File: src/kiu_map.svh
// Register map, field positions, reset values and bus responses of the keypad interrupt unit
`ifndef KIU_MAP_SVH
`define KIU_MAP_SVH

// ****************************************************************
// Register offsets (byte addresses)
// ****************************************************************
`define KIU_ADDR_W      8
`define KIU_SCR_OFF     8'h00
`define KIU_PEN_OFF     8'h04
`define KIU_EVT_OFF     8'h08
`define KIU_EMASK_OFF   8'h0C

// ****************************************************************
// Field positions
// ****************************************************************
`define KIU_SENS_BIT    0
`define KIU_MASK_BIT    1
`define KIU_ACK_BIT     2
`define KIU_PEND_BIT    3
`define KIU_PINS        4

// ****************************************************************
// Reset values and bus answers
// ****************************************************************
`define KIU_PEN_RST     4'h0
`define KIU_PIN_IDLE    4'hF
`define KIU_RESP_OKAY   2'h0
`define KIU_RESP_SLVERR 2'h2

`endif

File: src/kiu_pkg.sv
// Types shared by the keypad interrupt unit
package kiu_pkg;

  // Software controls of the status and control register
  typedef struct packed {
    logic mask;
    logic sens;
  } kiu_ctrl_t;

  // Sticky events, same layout for status and mask
  typedef struct packed {
    logic lost;
    logic latched;
  } kiu_evt_t;

  // Write channel sequence
  typedef enum logic [1:0] {
    WR_COLLECT = 2'b00,
    WR_RESP    = 2'b01
  } kiu_wst_t;

  // Read channel sequence
  typedef enum logic [1:0] {
    RD_IDLE = 2'b00,
    RD_RESP = 2'b01
  } kiu_rst_t;

endpackage : kiu_pkg

File: src/kiu_sync.sv
// Three-stage pin synchroniser with agreement filter
`timescale 1ns/10ps
`default_nettype none

module kiu_sync #(
  parameter int W = 4
) (
  // Clock and reset
  input  wire logic         clk_i,
  input  wire logic         rst_n_i,
  // Pins and filtered levels
  input  wire logic [W-1:0] d_i,
  output logic      [W-1:0] q_o
);

  logic [W-1:0] s1_q;
  logic [W-1:0] s2_q;
  logic [W-1:0] s3_q;
  logic [W-1:0] q_d;

  // Level only moves once stages two and three agree
  always_comb begin
    q_d = q_o;
    for (int i = 0; i < W; i++) begin
      if (s2_q[i] == s3_q[i]) begin
        q_d[i] = s3_q[i];
      end
    end
  end

  // Idle high, as the pins rest with pull-ups
  always_ff @(posedge clk_i or negedge rst_n_i) begin
    if (!rst_n_i) begin
      s1_q <= '1;
      s2_q <= '1;
      s3_q <= '1;
      q_o  <= '1;
    end else begin
      s1_q <= d_i;
      s2_q <= s1_q;
      s3_q <= s2_q;
      q_o  <= q_d;
    end
  end

endmodule : kiu_sync

`default_nettype wire

File: src/kiu_top.sv
// Keypad interrupt unit with AXI4-Lite register slave
`timescale 1ns/10ps
`default_nettype none
`include "kiu_map.svh"

module kiu_top (
  // Clock and reset
  input  wire logic                   CORE_CLK_I,
  input  wire logic                   RESETN_I,
  // AXI4-Lite write address and data
  input  wire logic [`KIU_ADDR_W-1:0] S_AXI_AWADDR,
  input  wire logic                   S_AXI_AWVALID,
  output logic                        S_AXI_AWREADY,
  input  wire logic [31:0]            S_AXI_WDATA,
  input  wire logic [3:0]             S_AXI_WSTRB,
  input  wire logic                   S_AXI_WVALID,
  output logic                        S_AXI_WREADY,
  // AXI4-Lite write response
  output logic [1:0]                  S_AXI_BRESP,
  output logic                        S_AXI_BVALID,
  input  wire logic                   S_AXI_BREADY,
  // AXI4-Lite read
  input  wire logic [`KIU_ADDR_W-1:0] S_AXI_ARADDR,
  input  wire logic                   S_AXI_ARVALID,
  output logic                        S_AXI_ARREADY,
  output logic [31:0]                 S_AXI_RDATA,
  output logic [1:0]                  S_AXI_RRESP,
  output logic                        S_AXI_RVALID,
  input  wire logic                   S_AXI_RREADY,
  // Keypad pins and CPU side
  input  wire logic [`KIU_PINS-1:0]   PORT_PIN_I,
  input  wire logic                   VECTOR_FETCH_I,
  input  wire logic                   WAIT_MODE_I,
  input  wire logic                   STOP_MODE_I,
  output logic                        KEY_IRQ_O,
  output logic                        WAKE_O,
  output logic                        IRQ_O
);

  // ****************************************************************
  // Reset release
  // ****************************************************************
  logic [1:0] rs_q;
  logic       rst_n;

  // Asynchronous assert, two-flop release
  always_ff @(posedge CORE_CLK_I or negedge RESETN_I) begin
    if (!RESETN_I) begin
      rs_q <= 2'h0;
    end else begin
      rs_q <= {rs_q[0], 1'b1};
    end
  end
  assign rst_n = rs_q[1];

  // ****************************************************************
  // Pin synchronisation
  // ****************************************************************
  logic [`KIU_PINS-1:0] pin_lvl;

  kiu_sync #(.W(`KIU_PINS)) u_sync (
    .clk_i   (CORE_CLK_I),
    .rst_n_i (rst_n),
    .d_i     (PORT_PIN_I),
    .q_o     (pin_lvl)
  );

  // ****************************************************************
  // Write channel
  // ****************************************************************
  kiu_pkg::kiu_wst_t    wst_q, wst_d;
  logic                 aw_got_q, aw_got_d;
  logic                 w_got_q, w_got_d;
  logic [`KIU_ADDR_W-1:0] awaddr_q, awaddr_d;
  logic [31:0]          wdata_q, wdata_d;
  logic                 wstrb0_q, wstrb0_d;
  logic                 awready_d, wready_d, bvalid_d;
  logic [1:0]           bresp_q, bresp_d;
  logic                 wr_go, wr_scr, wr_pen, wr_emask, wr_ok;

  // Both halves held until each is present, in either order
  assign wr_go    = (wst_q == kiu_pkg::WR_COLLECT) && aw_got_q && w_got_q;
  assign wr_scr   = wr_go && wstrb0_q && (awaddr_q == `KIU_SCR_OFF);
  assign wr_pen   = wr_go && wstrb0_q && (awaddr_q == `KIU_PEN_OFF);
  assign wr_emask = wr_go && wstrb0_q && (awaddr_q == `KIU_EMASK_OFF);

  // Address decode for the response code
  always_comb begin
    if ((awaddr_q == `KIU_SCR_OFF) || (awaddr_q == `KIU_PEN_OFF)) begin
      wr_ok = 1'b1;
    end else if ((awaddr_q == `KIU_EVT_OFF) || (awaddr_q == `KIU_EMASK_OFF)) begin
      wr_ok = 1'b1;
    end else begin
      wr_ok = 1'b0;
    end
  end

  // Next state of the write channel
  always_comb begin
    wst_d    = wst_q;
    aw_got_d = aw_got_q;
    w_got_d  = w_got_q;
    awaddr_d = awaddr_q;
    wdata_d  = wdata_q;
    wstrb0_d = wstrb0_q;
    bresp_d  = bresp_q;
    if (S_AXI_AWVALID && S_AXI_AWREADY) begin
      aw_got_d = 1'b1;
      awaddr_d = S_AXI_AWADDR;
    end
    if (S_AXI_WVALID && S_AXI_WREADY) begin
      w_got_d  = 1'b1;
      wdata_d  = S_AXI_WDATA;
      wstrb0_d = S_AXI_WSTRB[0];
    end
    case (wst_q)
      kiu_pkg::WR_COLLECT: begin
        if (wr_go) begin
          wst_d    = kiu_pkg::WR_RESP;
          bresp_d  = wr_ok ? `KIU_RESP_OKAY : `KIU_RESP_SLVERR;
          aw_got_d = 1'b0;
          w_got_d  = 1'b0;
        end
      end
      default: begin
        if (S_AXI_BREADY) begin
          wst_d = kiu_pkg::WR_COLLECT;
        end
      end
    endcase
    awready_d = !aw_got_d && (wst_d == kiu_pkg::WR_COLLECT);
    wready_d  = !w_got_d && (wst_d == kiu_pkg::WR_COLLECT);
    bvalid_d  = (wst_d == kiu_pkg::WR_RESP);
  end

  // Write channel registers
  always_ff @(posedge CORE_CLK_I or negedge rst_n) begin
    if (!rst_n) begin
      wst_q         <= kiu_pkg::WR_COLLECT;
      aw_got_q      <= 1'b0;
      w_got_q       <= 1'b0;
      awaddr_q      <= '0;
      wdata_q       <= 32'h0000_0000;
      wstrb0_q      <= 1'b0;
      bresp_q       <= `KIU_RESP_OKAY;
      S_AXI_AWREADY <= 1'b0;
      S_AXI_WREADY  <= 1'b0;
      S_AXI_BVALID  <= 1'b0;
    end else begin
      wst_q         <= wst_d;
      aw_got_q      <= aw_got_d;
      w_got_q       <= w_got_d;
      awaddr_q      <= awaddr_d;
      wdata_q       <= wdata_d;
      wstrb0_q      <= wstrb0_d;
      bresp_q       <= bresp_d;
      S_AXI_AWREADY <= awready_d;
      S_AXI_WREADY  <= wready_d;
      S_AXI_BVALID  <= bvalid_d;
    end
  end
  assign S_AXI_BRESP = bresp_q;

  // ****************************************************************
  // Keypad request core
  // ****************************************************************
  kiu_pkg::kiu_ctrl_t   ctrl_q, ctrl_d;
  logic [`KIU_PINS-1:0] pen_q, pen_d;
  logic [`KIU_PINS-1:0] pin_prev_q;
  logic                 req_q, req_d;
  logic                 ackd_q, ackd_d;
  logic                 prev_low_q;
  logic                 en_low, set, ack_wr, clr_evt, clear_now, lost;

  // Disabled pins count as high, so they neither latch nor hold
  assign en_low  = |(~pin_lvl & pen_q);
  assign set     = en_low && !prev_low_q;
  assign lost    = |(~pin_lvl & pin_prev_q & pen_q) && prev_low_q;
  assign ack_wr  = wr_scr && wdata_q[`KIU_ACK_BIT];
  assign clr_evt = ack_wr || VECTOR_FETCH_I;
  // Level mode waits for acknowledge and release in either order
  assign clear_now = ctrl_q.sens ? ((ackd_q || clr_evt) && !en_low)
                                 : clr_evt;

  // Next request state; a new fall beats a same-cycle clear
  always_comb begin
    ctrl_d = ctrl_q;
    pen_d  = pen_q;
    if (wr_scr) begin
      ctrl_d.mask = wdata_q[`KIU_MASK_BIT];
      ctrl_d.sens = wdata_q[`KIU_SENS_BIT];
    end
    if (wr_pen) begin
      pen_d = wdata_q[`KIU_PINS-1:0];
    end
    req_d  = set || (req_q && !clear_now);
    ackd_d = ctrl_q.sens && !set && req_q && !clear_now && (ackd_q || clr_evt);
  end

  // Request state; reset drops a pending request even with a pin low
  always_ff @(posedge CORE_CLK_I or negedge rst_n) begin
    if (!rst_n) begin
      ctrl_q     <= '0;
      pen_q      <= `KIU_PEN_RST;
      req_q      <= 1'b0;
      ackd_q     <= 1'b0;
      prev_low_q <= 1'b0;
      pin_prev_q <= `KIU_PIN_IDLE;
    end else begin
      ctrl_q     <= ctrl_d;
      pen_q      <= pen_d;
      req_q      <= req_d;
      ackd_q     <= ackd_d;
      prev_low_q <= en_low;
      pin_prev_q <= pin_lvl;
    end
  end

  // CPU request and wake-up; the clock must keep running in stop mode
  always_ff @(posedge CORE_CLK_I or negedge rst_n) begin
    if (!rst_n) begin
      KEY_IRQ_O <= 1'b0;
      WAKE_O    <= 1'b0;
    end else begin
      KEY_IRQ_O <= req_q && !ctrl_q.mask;
      WAKE_O    <= (WAIT_MODE_I || STOP_MODE_I) && req_q && !ctrl_q.mask;
    end
  end

  // ****************************************************************
  // Read channel and sticky events
  // ****************************************************************
  kiu_pkg::kiu_rst_t rst_q, rst_d;
  kiu_pkg::kiu_evt_t evt_q, evt_d, emask_q, emask_d;
  logic [31:0]       rdata_d;
  logic [1:0]        rresp_d;
  logic              rd_go, rd_evt, arready_d, rvalid_d;

  assign rd_go  = (rst_q == kiu_pkg::RD_IDLE) && S_AXI_ARVALID && S_AXI_ARREADY;
  assign rd_evt = rd_go && (S_AXI_ARADDR == `KIU_EVT_OFF);

  // Read mux; upper bits always zero
  always_comb begin
    rdata_d = S_AXI_RDATA;
    rresp_d = S_AXI_RRESP;
    if (!rd_go) begin
      rdata_d = S_AXI_RDATA;
    end else if (S_AXI_ARADDR == `KIU_SCR_OFF) begin
      rdata_d = {28'h000_0000, req_q, 1'b0, ctrl_q.mask, ctrl_q.sens};
      rresp_d = `KIU_RESP_OKAY;
    end else if (S_AXI_ARADDR == `KIU_PEN_OFF) begin
      rdata_d = {28'h000_0000, pen_q};
      rresp_d = `KIU_RESP_OKAY;
    end else if (S_AXI_ARADDR == `KIU_EVT_OFF) begin
      rdata_d = {30'h0000_0000, evt_q};
      rresp_d = `KIU_RESP_OKAY;
    end else if (S_AXI_ARADDR == `KIU_EMASK_OFF) begin
      rdata_d = {30'h0000_0000, emask_q};
      rresp_d = `KIU_RESP_OKAY;
    end else begin
      rdata_d = 32'h0000_0000;
      rresp_d = `KIU_RESP_SLVERR;
    end
  end

  // Read sequence and event bits; a new event outlives the clearing read
  always_comb begin
    rst_d   = rst_q;
    emask_d = emask_q;
    case (rst_q)
      kiu_pkg::RD_IDLE: begin
        if (rd_go) begin
          rst_d = kiu_pkg::RD_RESP;
        end
      end
      default: begin
        if (S_AXI_RREADY) begin
          rst_d = kiu_pkg::RD_IDLE;
        end
      end
    endcase
    arready_d = (rst_d == kiu_pkg::RD_IDLE);
    rvalid_d  = (rst_d == kiu_pkg::RD_RESP);
    evt_d     = rd_evt ? '0 : evt_q;
    evt_d.latched = evt_d.latched || set;
    evt_d.lost    = evt_d.lost || (lost && !ctrl_q.sens);
    if (wr_emask) begin
      emask_d = wdata_q[1:0];
    end
  end

  // Read channel and event registers
  always_ff @(posedge CORE_CLK_I or negedge rst_n) begin
    if (!rst_n) begin
      rst_q         <= kiu_pkg::RD_IDLE;
      evt_q         <= '0;
      emask_q       <= '0;
      S_AXI_ARREADY <= 1'b0;
      S_AXI_RVALID  <= 1'b0;
      S_AXI_RDATA   <= 32'h0000_0000;
      S_AXI_RRESP   <= `KIU_RESP_OKAY;
      IRQ_O         <= 1'b0;
    end else begin
      rst_q         <= rst_d;
      evt_q         <= evt_d;
      emask_q       <= emask_d;
      S_AXI_ARREADY <= arready_d;
      S_AXI_RVALID  <= rvalid_d;
      S_AXI_RDATA   <= rdata_d;
      S_AXI_RRESP   <= rresp_d;
      IRQ_O         <= |(evt_q & emask_q);
    end
  end
endmodule : kiu_top

`default_nettype wire

File: config.mk
export PLATFORM = sky130hd
export DESIGN_NAME = kiu_top
export DESIGN_NICKNAME = d
export VERILOG_FILES = /design/src/kiu_pkg.sv /design/src/kiu_sync.sv /design/src/kiu_top.sv
export VERILOG_INCLUDE_DIRS = /design/src
export SDC_FILE = /design/constraint.sdc
export NUM_CORES = 1
export LEC_CHECK = 0
export BUFFER_PORTS_ARGS = -buffer_cell sky130_fd_sc_hd__buf_4
export CAP_MARGIN = 20
export CORE_AREA = 4 4 89 91
export DETAILED_ROUTE_END_ITERATION = 8
export DIE_AREA = 0 0 93 95
export GPL_ROUTABILITY_DRIVEN = 0
export HOLD_SLACK_MARGIN = 0.15
export MAX_ROUTING_LAYER = met4
export PLACE_DENSITY = 0.66
export SETUP_SLACK_MARGIN = 0.02
export SYNTH_ARGS = -nofsm -noshare
export SYNTH_HDL_FRONTEND = slang
export SYNTH_SLANG_ARGS = --single-unit
File: constraint.sdc
create_clock -name CORE_CLK_I -period 2.46 [get_ports CORE_CLK_I]
set_clock_uncertainty 0.2 [all_clocks]
set_input_delay 0.492 -clock CORE_CLK_I [delete_from_list [all_inputs] [get_ports CORE_CLK_I]]
set_output_delay 0.492 -clock CORE_CLK_I [all_outputs]
set_load 0.01 [all_outputs]
==> results of run 1 <==
-- power groups by stage --
stage                     registers [mW]  logic, mW  clock network, mW
after floorplan                     1.58      0.424                  0
after global placement              1.59      0.629                  0
after detailed placement            1.60      0.645                  0
after CTS                           1.57      0.664              0.836
after global routing                1.61      0.729              0.882
final                               1.57      0.656              0.803
-- area by class of cell --
class / count / area, µm²
Inverter: 5 / 18.77
Fill cell: 659 / 3695
Tap cell: 99 / 123.9
Sequential cell: 68 / 1728
Multi-Input combinational cell: 126 / 904.6
Clock buffer: 9 / 123.9
Clock inverter: 7 / 50.05
Timing Repair Buffer: 61 / 493.0
-- worst min path at each step --
stage,to,slack [ns],start,depth (start not counted)
after global placement,rs_q[0]$_DFF_PN0_,0.08,RESETN_I,1
after floorplan,rs_q[0]$_DFF_PN0_,-0.004,RESETN_I,0
final,rs_q[1]$_DFF_PN0_,0.16,rs_q[0]$_DFF_PN0_,0
after detailed placement,rs_q[0]$_DFF_PN0_,0.08,RESETN_I,1
after global routing,u_sync.s2_q[2]$_DFF_PN1_,0.16,u_sync.s1_q[2]$_DFF_PN1_,0
after CTS,u_sync.s2_q[2]$_DFF_PN1_,0.16,u_sync.s1_q[2]$_DFF_PN1_,0
-- per-layer routing --
metal	track usage (%)	vias to the layer above	routed length, µm
li1	-	786	-
met1	15.08	784	2064
met2	15.72	61	2048
met3	3.187	9	387
met4	7.326	0	112
met5	-	-	0
-- synth_stat cells (2+ instances only) --
cell,instances,area share (%)
dfrtp_1,48,43
buf_4,30,8.1
mux2_2,21,8.5
dfstp_2,20,19
nor2_1,9,1.2
nor2b_1,9,2.0
nand2_1,8,1.1
inv_1,5,0.68
nand4_1,5,1.1
maj3_1,4,1.4
nand3b_1,4,1.1
a22o_1,3,0.95
nor3b_1,3,0.81
nor4bb_1,3,1.1
a21oi_1,2,0.36
and3_1,2,0.45
conb_1,2,0.27
mux4_2,2,1.6
o41ai_1,2,0.63
-- state kept, by name, indices dropped and copies added, names as in the netlist, 2 cells and up --
register and flops:
S_AXI_RDATA 4, awaddr_q 8, ctrl_q 2, emask_q 2, evt_q 2, pen_q 4, pin_prev_q 4, rs_q 2
rst_q 2, u_sync.q_o 4, u_sync.s1_q 4, u_sync.s2_q 4, u_sync.s3_q 4, wdata_q 4, wst_q 2
-- cells by family (layout without fill, tap and decap cells) --
| family | Yosys count | count (layout) |
|---|---|---|
| flip-flops | 68 | 68 |
| AND/OR/NAND/NOR | 49 | 49 |
| buffers and inverters | 36 | 82 |
| multiplexers | 24 | 24 |
| AO/OA/AOI/OAI | 18 | 18 |
| adder cells (fa/ha/maj) | 4 | 4 |
| other | 2 | 31 |
-- worst max-delay path: cells and delay by family --
| kind | cells | cell delay (ns) |
|---|---|---|
| buffers and inverters | 3 | 1.21 |
| AOI/OAI and AO/OA | 1 | 0.15 |
-- timing repair --
| action | CTS | global route |
|---|---|---|
| hold endpoints to repair | 9 | 0 |
| hold buffers | 9 | 0 |
| endpoints found under the setup margin | 0 | 0 |
| setup buffers | 0 | 0 |
| gates resized for setup | 0 | 0 |
==> run_results.csv, run 1 <==
group,metric,value,unit
outcome,status,"finished, final reports clean",
power_and_ir_drop,intPower,2.125,mW
final_layout,fin_util,48.23,%
synth,async_flop_share,100.0,%
detailed_routing,wl,4.613,mm
synth,avgSynthCellArea,13.79,µm²
synth,netlist_instances,201,
synth,ys_types,38,
power_and_ir_drop,leakagePower,1.616,nW
detailed_routing,initialDrtViolationCount,45,
worst_setup_path,required,2.49,ns
final_layout,area_growth,24.20,%
sta,finalSetupTns,0,ns
sta,finalMaxSlewViolations,0,
placement,placed_cell_area,0.003178,mm²
power_and_ir_drop,vdd_ir_drop_max,0.0004282,V
synth,ys.flop_type,"dfrtp_1",
synth,yosysWarningCount,0,
detailed_routing,ant_nets,0,
worst_setup_path,critical-path-max-stage-delay,0.54,ns
sta,timing.hold.ws,0.1557,ns
synth,synth_fa_ha_area_share,1.445,%
sta,finalCritPeriodShare,73.93,%
hold_path,hold_path.class,"reg2reg",
clock_tree,h-tree-depth,3,
floorplanning,initial_core_util,38.83,%
detailed_routing,via_count,1640,
worst_setup_path,crit_chain,"dlygate4sd3_1 -> buf_4 -> o21a_1 -> dlygate4sd3_1",
power_and_ir_drop,combPwrFrac,21.6,%
synth,synth_compound_area_share,5.237,%
detailed_routing,drt-pass1-iter-count,4,
final_layout,mostFrequentLayoutCells,"buf_4, dfrtp_1, conb_1",
placement,place_ws,0.6009,ns
power_and_ir_drop,swShare,29.93,%
worst_setup_path,r2r-start,"awaddr_q[5]$_DFFE_PN0P_",
final_layout,final_nets,337,
sta,max_clock_freq,0.5498,GHz
final_layout,diodes,0,
detailed_routing,vias_per_cell,4.373,
power_and_ir_drop,p_per_area,880.9,mW/mm²
synth,synthMuxAreaShare,10.52,%
worst_setup_path,critPathSlowestCell,"dlygate4sd3_1",
clock_tree,clk_latency,0.34,ns
clock_tree,clk_pin_slew,0.08,ns
floorplanning,dieArea,0.008835,mm²
worst_setup_path,crit_top_cell,"dlygate4sd3_1",
grt,grt_pass1_vias,1642,
grt,grt_overflow_total,0,
sta,hold_violations,0,
power_and_ir_drop,power.share.sequential,51.9,%
placement,portBuffers,48,
worst_setup_path,crit_path_end,"WAKE_O$_DFF_PN0_",
detailed_routing,post_drt_wl_per_cell,12.30,µm
worst_setup_path,critical_path.startpoint,"WAIT_MODE_I",
clock_tree,cts_tree,"done",
sta,period_needed,1.819,ns
grt,track_usage,11.53,%
worst_setup_path,r2r_end,"ctrl_q[1]$_DFFE_PN0N_",
worst_setup_path,arrival,1.85,ns
power_and_ir_drop,p_switching,0.9074,mW
grt,grt_max_degree,34,
floorplanning,placementRows,31,
synth,synthSimpleGateAreaFrac,11.24,%
worst_setup_path,r2r_slack,0.73,ns
floorplanning,coreArea,0.007137,mm²
synth,synth_top_family_by_area,"simple AND/OR/NAND/NOR gates",
floorplanning,num_io_pins,110,
detailed_routing,drc,0,
sta,finalSetupViolCount,0,
final_layout,drive_above_1_share,41.67,%
floorplanning,die_height,95,µm
worst_setup_path,r2r_cells,3,
worst_setup_path,cp-end-kind,"register",
placement,dp.cells,350,
final_layout,stdcell_count,375,
grt,grt_first_pass_wirelength,7.541,mm
power_and_ir_drop,power,3.032,mW
clock_tree,cts_root_buf,"clkbuf_8",
synth,ys_seq_area_share,62.30,%
worst_setup_path,cp-start-kind,"input port",
flow_run,max_cap_viol_count,0,
sta,rsz0062_at_grt,"false",
clock_tree,clock_path_buffers,2,
grt,antenna_found_initial,0,
synth,synth_edf_count,0,
worst_setup_path,worstSetupPathType,"in2reg",
final_layout,design_area,0.003442,mm²
floorplanning,die_x,93,µm
worst_setup_path,worstPathMaxFanout,1,
clock_tree,cts_inserted_buffers,9,
final_layout,final_common_cell,"buf_4",
power_and_ir_drop,p_clk_share,26.5,%
placement,hpwl,3.426,mm
sta,worst_slack,0.6413,ns
clock_tree,clock_sinks,68,
synth,synth_seq_cells,68,
sta,relSlewSlack,62.36,%
synth,synthXorXnorAreaFrac,0,%
synth,syn_area,0.002771,mm²
sta,tightest_slew,0.5635,ns
No activity file was read; power rests on OpenSTA's default activity.
==> inputs of run 2 (changes only) <==
Clock period 2.46 ns to 1.8 ns, I/O delays scaled along.
==> run 2 against run 1 <==
  * Critical path depth unchanged
  * Cell count grew 6.4%
  * Register-to-register slack lost 0.69 ns
  * Total power is 40% higher
  * Sequential power grew 38%
  * Design area increased by 7.3%
  * Worst hold slack got worse by 0.0031 ns
  * Largest cell class unchanged
  * Largest power group unchanged
  * Clock power increased by 36%
==> run_results.csv, run 2 (synthesis gave the netlist of run 1 again) <==
group,metric,value,unit
sta,hold_violations,0,
clock_tree,clk_latency,0.33,ns
worst_setup_path,cp-start-kind,"register",
detailed_routing,wl,5.073,mm
final_layout,drive_above_1_share,38.33,%
worst_setup_path,cp_top_family,"simple AND/OR/NAND/NOR gates",
hold_path,hold_depth,4,
worst_setup_path,worstSetupPathType,"reg2reg",
floorplanning,die_x,93,µm
clock_tree,h-tree-depth,3,
floorplanning,placementRows,31,
hold_path,hold_path.class,"in2reg",
final_layout,area_growth,33.32,%
sta,finalCritPeriodShare,97.56,%
grt,grt_max_degree,67,
worst_setup_path,worstPathMaxFanout,5,
worst_setup_path,cp-end-kind,"register",
clock_tree,clock_sinks,68,
sta,period_needed,1.756,ns
floorplanning,num_io_pins,110,
power_and_ir_drop,leakagePower,1.720,nW
final_layout,final_nets,361,
sta,rsz0062_at_grt,"true",
power_and_ir_drop,p_per_area,1149,mW/mm²
clock_tree,cts_inserted_buffers,9,
power_and_ir_drop,vdd_ir_drop_max,0.0006010,V
placement,portBuffers,48,
clock_tree,clk_pin_slew,0.07,ns
grt,antenna_found_initial,0,
worst_setup_path,critPathSlowestCell,"dfrtp_1",
worst_setup_path,required,1.82,ns
worst_setup_path,crit_chain,"nor4bb_4 -> buf_4 -> nand4_1 -> mux2_2",
detailed_routing,vias_per_cell,4.476,
floorplanning,dieArea,0.008835,mm²
grt,track_usage,12.64,%
final_layout,diodes,0,
sta,max_clock_freq,0.5695,GHz
worst_setup_path,r2r_cells,4,
power_and_ir_drop,power,4.244,mW
clock_tree,clock_path_buffers,2,
grt,grt_first_pass_wirelength,8.266,mm
worst_setup_path,worst-path-buf-inv,1,
floorplanning,initial_core_util,38.83,%
grt,grt_pass1_vias,1784,
final_layout,mostFrequentLayoutCells,"buf_4, dfrtp_1, conb_1, dlygate4sd3_1, mux2_2",
worst_setup_path,arrival,1.77,ns
grt,grt_overflow_total,0,
outcome,status,"finished, final reports clean",
worst_setup_path,critical-path-max-stage-delay,0.41,ns
final_layout,stdcell_count,399,
clock_tree,cts_tree,"done",
detailed_routing,initialDrtViolationCount,60,
detailed_routing,ant_nets,0,
worst_setup_path,cp.depth,4,
detailed_routing,via_count,1786,
placement,dp.cells,350,
floorplanning,coreArea,0.007137,mm²
sta,finalSetupTns,0,ns
clock_tree,cts_root_buf,"clkbuf_8",
final_layout,fillers,641,
sta,worst_slack,0.04398,ns
final_layout,final_common_cell,"buf_4",
detailed_routing,drt-pass1-iter-count,4,
final_layout,largest_reg_flops,8,
flow_run,max_cap_viol_count,0,
sta,finalSetupViolCount,0,
placement,place_ws,0.04355,ns
sta,finalMaxSlewViolations,0,
final_layout,top_register,"awaddr_q",
floorplanning,die_height,95,µm
detailed_routing,post_drt_wl_per_cell,12.71,µm
detailed_routing,drc,0,
==> run 2: cell types whose count changed in the layout (fill, tap and decap cells not counted), moves of 2 or more <==
| cell | delta |
|---|---|
| clkbuf_1 | +3 |
| clkbuf_8 | +2 |
| clkinv_4 | -2 |
| dlygate4sd3_1 | +22 |
==> run 2: worst paths after layout <==
kind,slack (ns),start,end
worst max-delay path,0.04,wst_q[1]$_DFF_PN0_,emask_q[1]$_DFFE_PN0P_
worst min-delay path,0.15,S_AXI_ARADDR[0],S_AXI_RDATA[2]$_DFFE_PN0P_
worst max register to register,0.04,wst_q[1]$_DFF_PN0_,emask_q[1]$_DFFE_PN0P_
worst min register to register,0.16,u_sync.s1_q[1]$_DFF_PN1_,u_sync.s2_q[1]$_DFF_PN1_
max in group asynchronous,0.43,rs_q[1]$_DFF_PN0_,u_sync.s3_q[1]$_DFF_PN1_
min in group asynchronous,0.65,rs_q[1]$_DFF_PN0_,awaddr_q[4]$_DFFE_PN0P_
==> run 2: layer usage <==
layer  vias up  share of wire, %  track usage (%)
li1        838                 -                -
met1       873                42            15.20
met2        64                49            19.62
met3        11               6.3            2.629
met4         0               2.7            7.692
met5         -                 0                -
==> run 2: power breakdown <==
group	internal (mW)	switching [mW]	total, mW
clock network	0.573	0.521	1.09
logic	0.580	0.407	0.986
registers	1.90	0.268	2.16
total	3.05	1.20	4.24
==> run 2: per-stage QoR <==
| stage | utilization (%) | hold slack (ns) | cell area, µm² |
|---|---|---|---|
| global route | 51.77 | 0.1620 | 3695 |
| CTS | 51.39 | 0.1311 | 3667 |
| finish | 51.77 | 0.1525 | 3695 |
| global placement | 44.53 | -0.05694 | 3178 |
| detailed placement | 44.53 | -0.05454 | 3178 |
| floorplan | - | -0.1356 | 2882 |
==> run 2: worst register-to-register path, cell delays in order (launching register included) <==
cell,delay (ns)
dfrtp_1,0.41
nor4bb_4,0.34
buf_4,0.19
nand4_1,0.17
mux2_2,0.34
==> run 2: area by class of cell <==
class,instances,area (µm²),share of cell area (%)
Tap cell,99,123.9,3.353
Sequential cell,68,1728,46.77
Timing Repair Buffer,85,732.0,19.81
Inverter,5,18.77,0.5080
Multi-Input combinational cell,126,919.6,24.89
Clock inverter,2,10.01,0.2709
Clock buffer,14,162.7,4.402
==> run 2: timing repair <==
action | 4_1_cts | 5_1_grt
gates cloned | 0 | 1
buffers inserted | 0 | 1
resized for setup | 1 | 1
endpoints found under the setup margin | 4 | 8
endpoints found under the hold margin | 80 | 0
pin swaps | 0 | 1
hold buffers | 31 | 0
==> inputs of run 3 (changes only) <==
Settings changed: CORE_AREA 4 4 89 91 to 2 2 87 89, DIE_AREA 0 0 93 95 to 0 0 89 91.
==> run 3 against run 2 <==
  * Worst setup slack improved by 0.043 ns
  * Register-to-register slack improved by 0.08 ns
  * Sequential share of layout area fell by 0.63 points
  * Critical path type is now in2reg
  * Highest routed layer unchanged
==> run_results.csv, run 3 (synthesis gave the netlist of run 1 again) <==
group,metric,value,unit
worst_setup_path,required,1.83,ns
grt,grt_pass1_vias,1689,
sta,max_clock_freq,0.5837,GHz
detailed_routing,via_count,1742,
worst_setup_path,cp-start-kind,"input port",
detailed_routing,ant_nets,0,
final_layout,top_register,"awaddr_q",
final_layout,mostFrequentLayoutCells,"buf_4, dfrtp_1, conb_1, dlygate4sd3_1, mux2_2",
clock_tree,h-tree-depth,3,
power_and_ir_drop,leakagePower,1.751,nW
worst_setup_path,arrival,1.74,ns
clock_tree,cts_inserted_buffers,9,
clock_tree,clk_pin_slew,0.07,ns
sta,timing.hold.ws,0.1532,ns
floorplanning,placementRows,31,
final_layout,final_common_cell,"buf_4",
sta,period_needed,1.713,ns
sta,rsz0062_at_grt,"false",
detailed_routing,vias_per_cell,4.344,
sta,finalSetupViolCount,0,
final_layout,diodes,0,
floorplanning,initial_core_util,38.83,%
placement,portBuffers,48,
sta,finalMaxSlewViolations,0,
worst_setup_path,worstSetupPathType,"in2reg",
worst_setup_path,worstPathMaxFanout,5,
final_layout,area_growth,35.12,%
sta,finalCritPeriodShare,95.18,%
sta,hold_violations,0,
floorplanning,num_io_pins,110,
grt,grt_first_pass_wirelength,7.652,mm
grt,antenna_found_initial,0,
clock_tree,cts_root_buf,"clkbuf_8",
clock_tree,cts_tree,"done",
detailed_routing,drt-pass1-iter-count,4,
clock_tree,cts_resized,0,
final_layout,drive_above_1_share,39.07,%
detailed_routing,drc,0,
power_and_ir_drop,vdd_ir_drop_max,0.0006210,V
floorplanning,dieArea,0.008099,mm²
grt,track_usage,12.98,%
placement,hpwl,3.132,mm
final_layout,largest_reg_flops,8,
detailed_routing,wl,4.749,mm
detailed_routing,initialDrtViolationCount,61,
floorplanning,coreArea,0.007137,mm²
final_layout,final_nets,363,
clock_tree,clock_sinks,68,
outcome,status,"finished, final reports clean",
floorplanning,die_height,91,µm
grt,grt_overflow_total,0,
grt,grt_max_degree,67,
detailed_routing,post_drt_wl_per_cell,11.84,µm
clock_tree,clk_latency,0.34,ns
clock_tree,clock_path_buffers,2,
worst_setup_path,cp-end-kind,"register",
sta,finalSetupTns,0,ns
flow_run,max_cap_viol_count,0,
hold_path,hold_path.class,"in2reg",
floorplanning,die_x,89,µm
power_and_ir_drop,p_per_area,1194,mW/mm²
==> run 3: changes by cell type in the layout (fill, tap and decap cells not counted), sizes merged <==
cell and delta:
buf +3, clkbuf +1, clkdlybuf4s15 -1, clkinv -2
clkinvlp +1
==> run 3: final cells by class <==
cell class / instances / area (µm²)
fill: 619 / 3392
sequential: 68 / 1728
multi-input combinational: 126 / 904.6
timing repair buffer: 87 / 743.2
clock buffer: 15 / 219.0
tap: 99 / 123.9
inverter: 5 / 18.77
clock inverter: 1 / 7.507
==> run 3: power breakdown <==
part	internal [mW]	total, mW	switching [mW]
registers	1.89	2.15	0.256
clock network	0.783	1.33	0.545
logic	0.579	0.995	0.416
total	3.26	4.47	1.22
==> run 3: path summary, 6_finish.rpt <==
path / to / startpoint / cells past startpoint / slack [ns]
max: S_AXI_RDATA[1]$_DFFE_PN0P_ / S_AXI_ARADDR[2] / 4 / 0.09
min: S_AXI_RDATA[2]$_DFFE_PN0P_ / S_AXI_ARADDR[0] / 4 / 0.15
max reg2reg: emask_q[0]$_DFFE_PN0P_ / wst_q[0]$_DFF_PN0_ / 4 / 0.12
min reg2reg: rs_q[1]$_DFF_PN0_ / rs_q[0]$_DFF_PN0_ / 0 / 0.15
max in group asynchronous: pin_prev_q[3]$_DFF_PN1_ / rs_q[1]$_DFF_PN0_ / 2 / 0.44
min in group asynchronous: KEY_IRQ_O$_DFF_PN0_ / rs_q[1]$_DFF_PN0_ / 2 / 0.65
==> run 3: critical path, stage by stage <==
cell,delay [ns]
dlygate4sd3_1,0.54
buf_4,0.15
mux4_2,0.49
a22o_1,0.20
==> run 3: routing by layer <==
metal	vias up	share of wire [%]	track usage (%)
li1	840	-	-
met5	-	0	-
met2	59	47	18.91
met3	13	5.1	3.273
met1	830	45	16.14
met4	0	2.8	7.836
==> run 3: repair_timing <==
action	in CTS	in global routing
setup endpoints to repair	0	7
hold buffers	31	0
hold endpoints to repair	80	0
buffers inserted	0	4
==> run 3: stage by stage <==
step | power [mW] | std cells | worst slack, ns | utilization [%] | area, µm²
finish | 4.473 | 401 | 0.08677 | 52.47 | 3745
global route | 4.734 | 401 | 0.02724 | 52.47 | 3745
CTS | 4.469 | 397 | 0.05312 | 52.05 | 3715
detailed placement | 3.058 | 350 | 0.06545 | 44.53 | 3178
global placement | 3.024 | 350 | 0.09817 | 44.53 | 3178
floorplan | 2.742 | 230 | 0.2296 | - | 2882
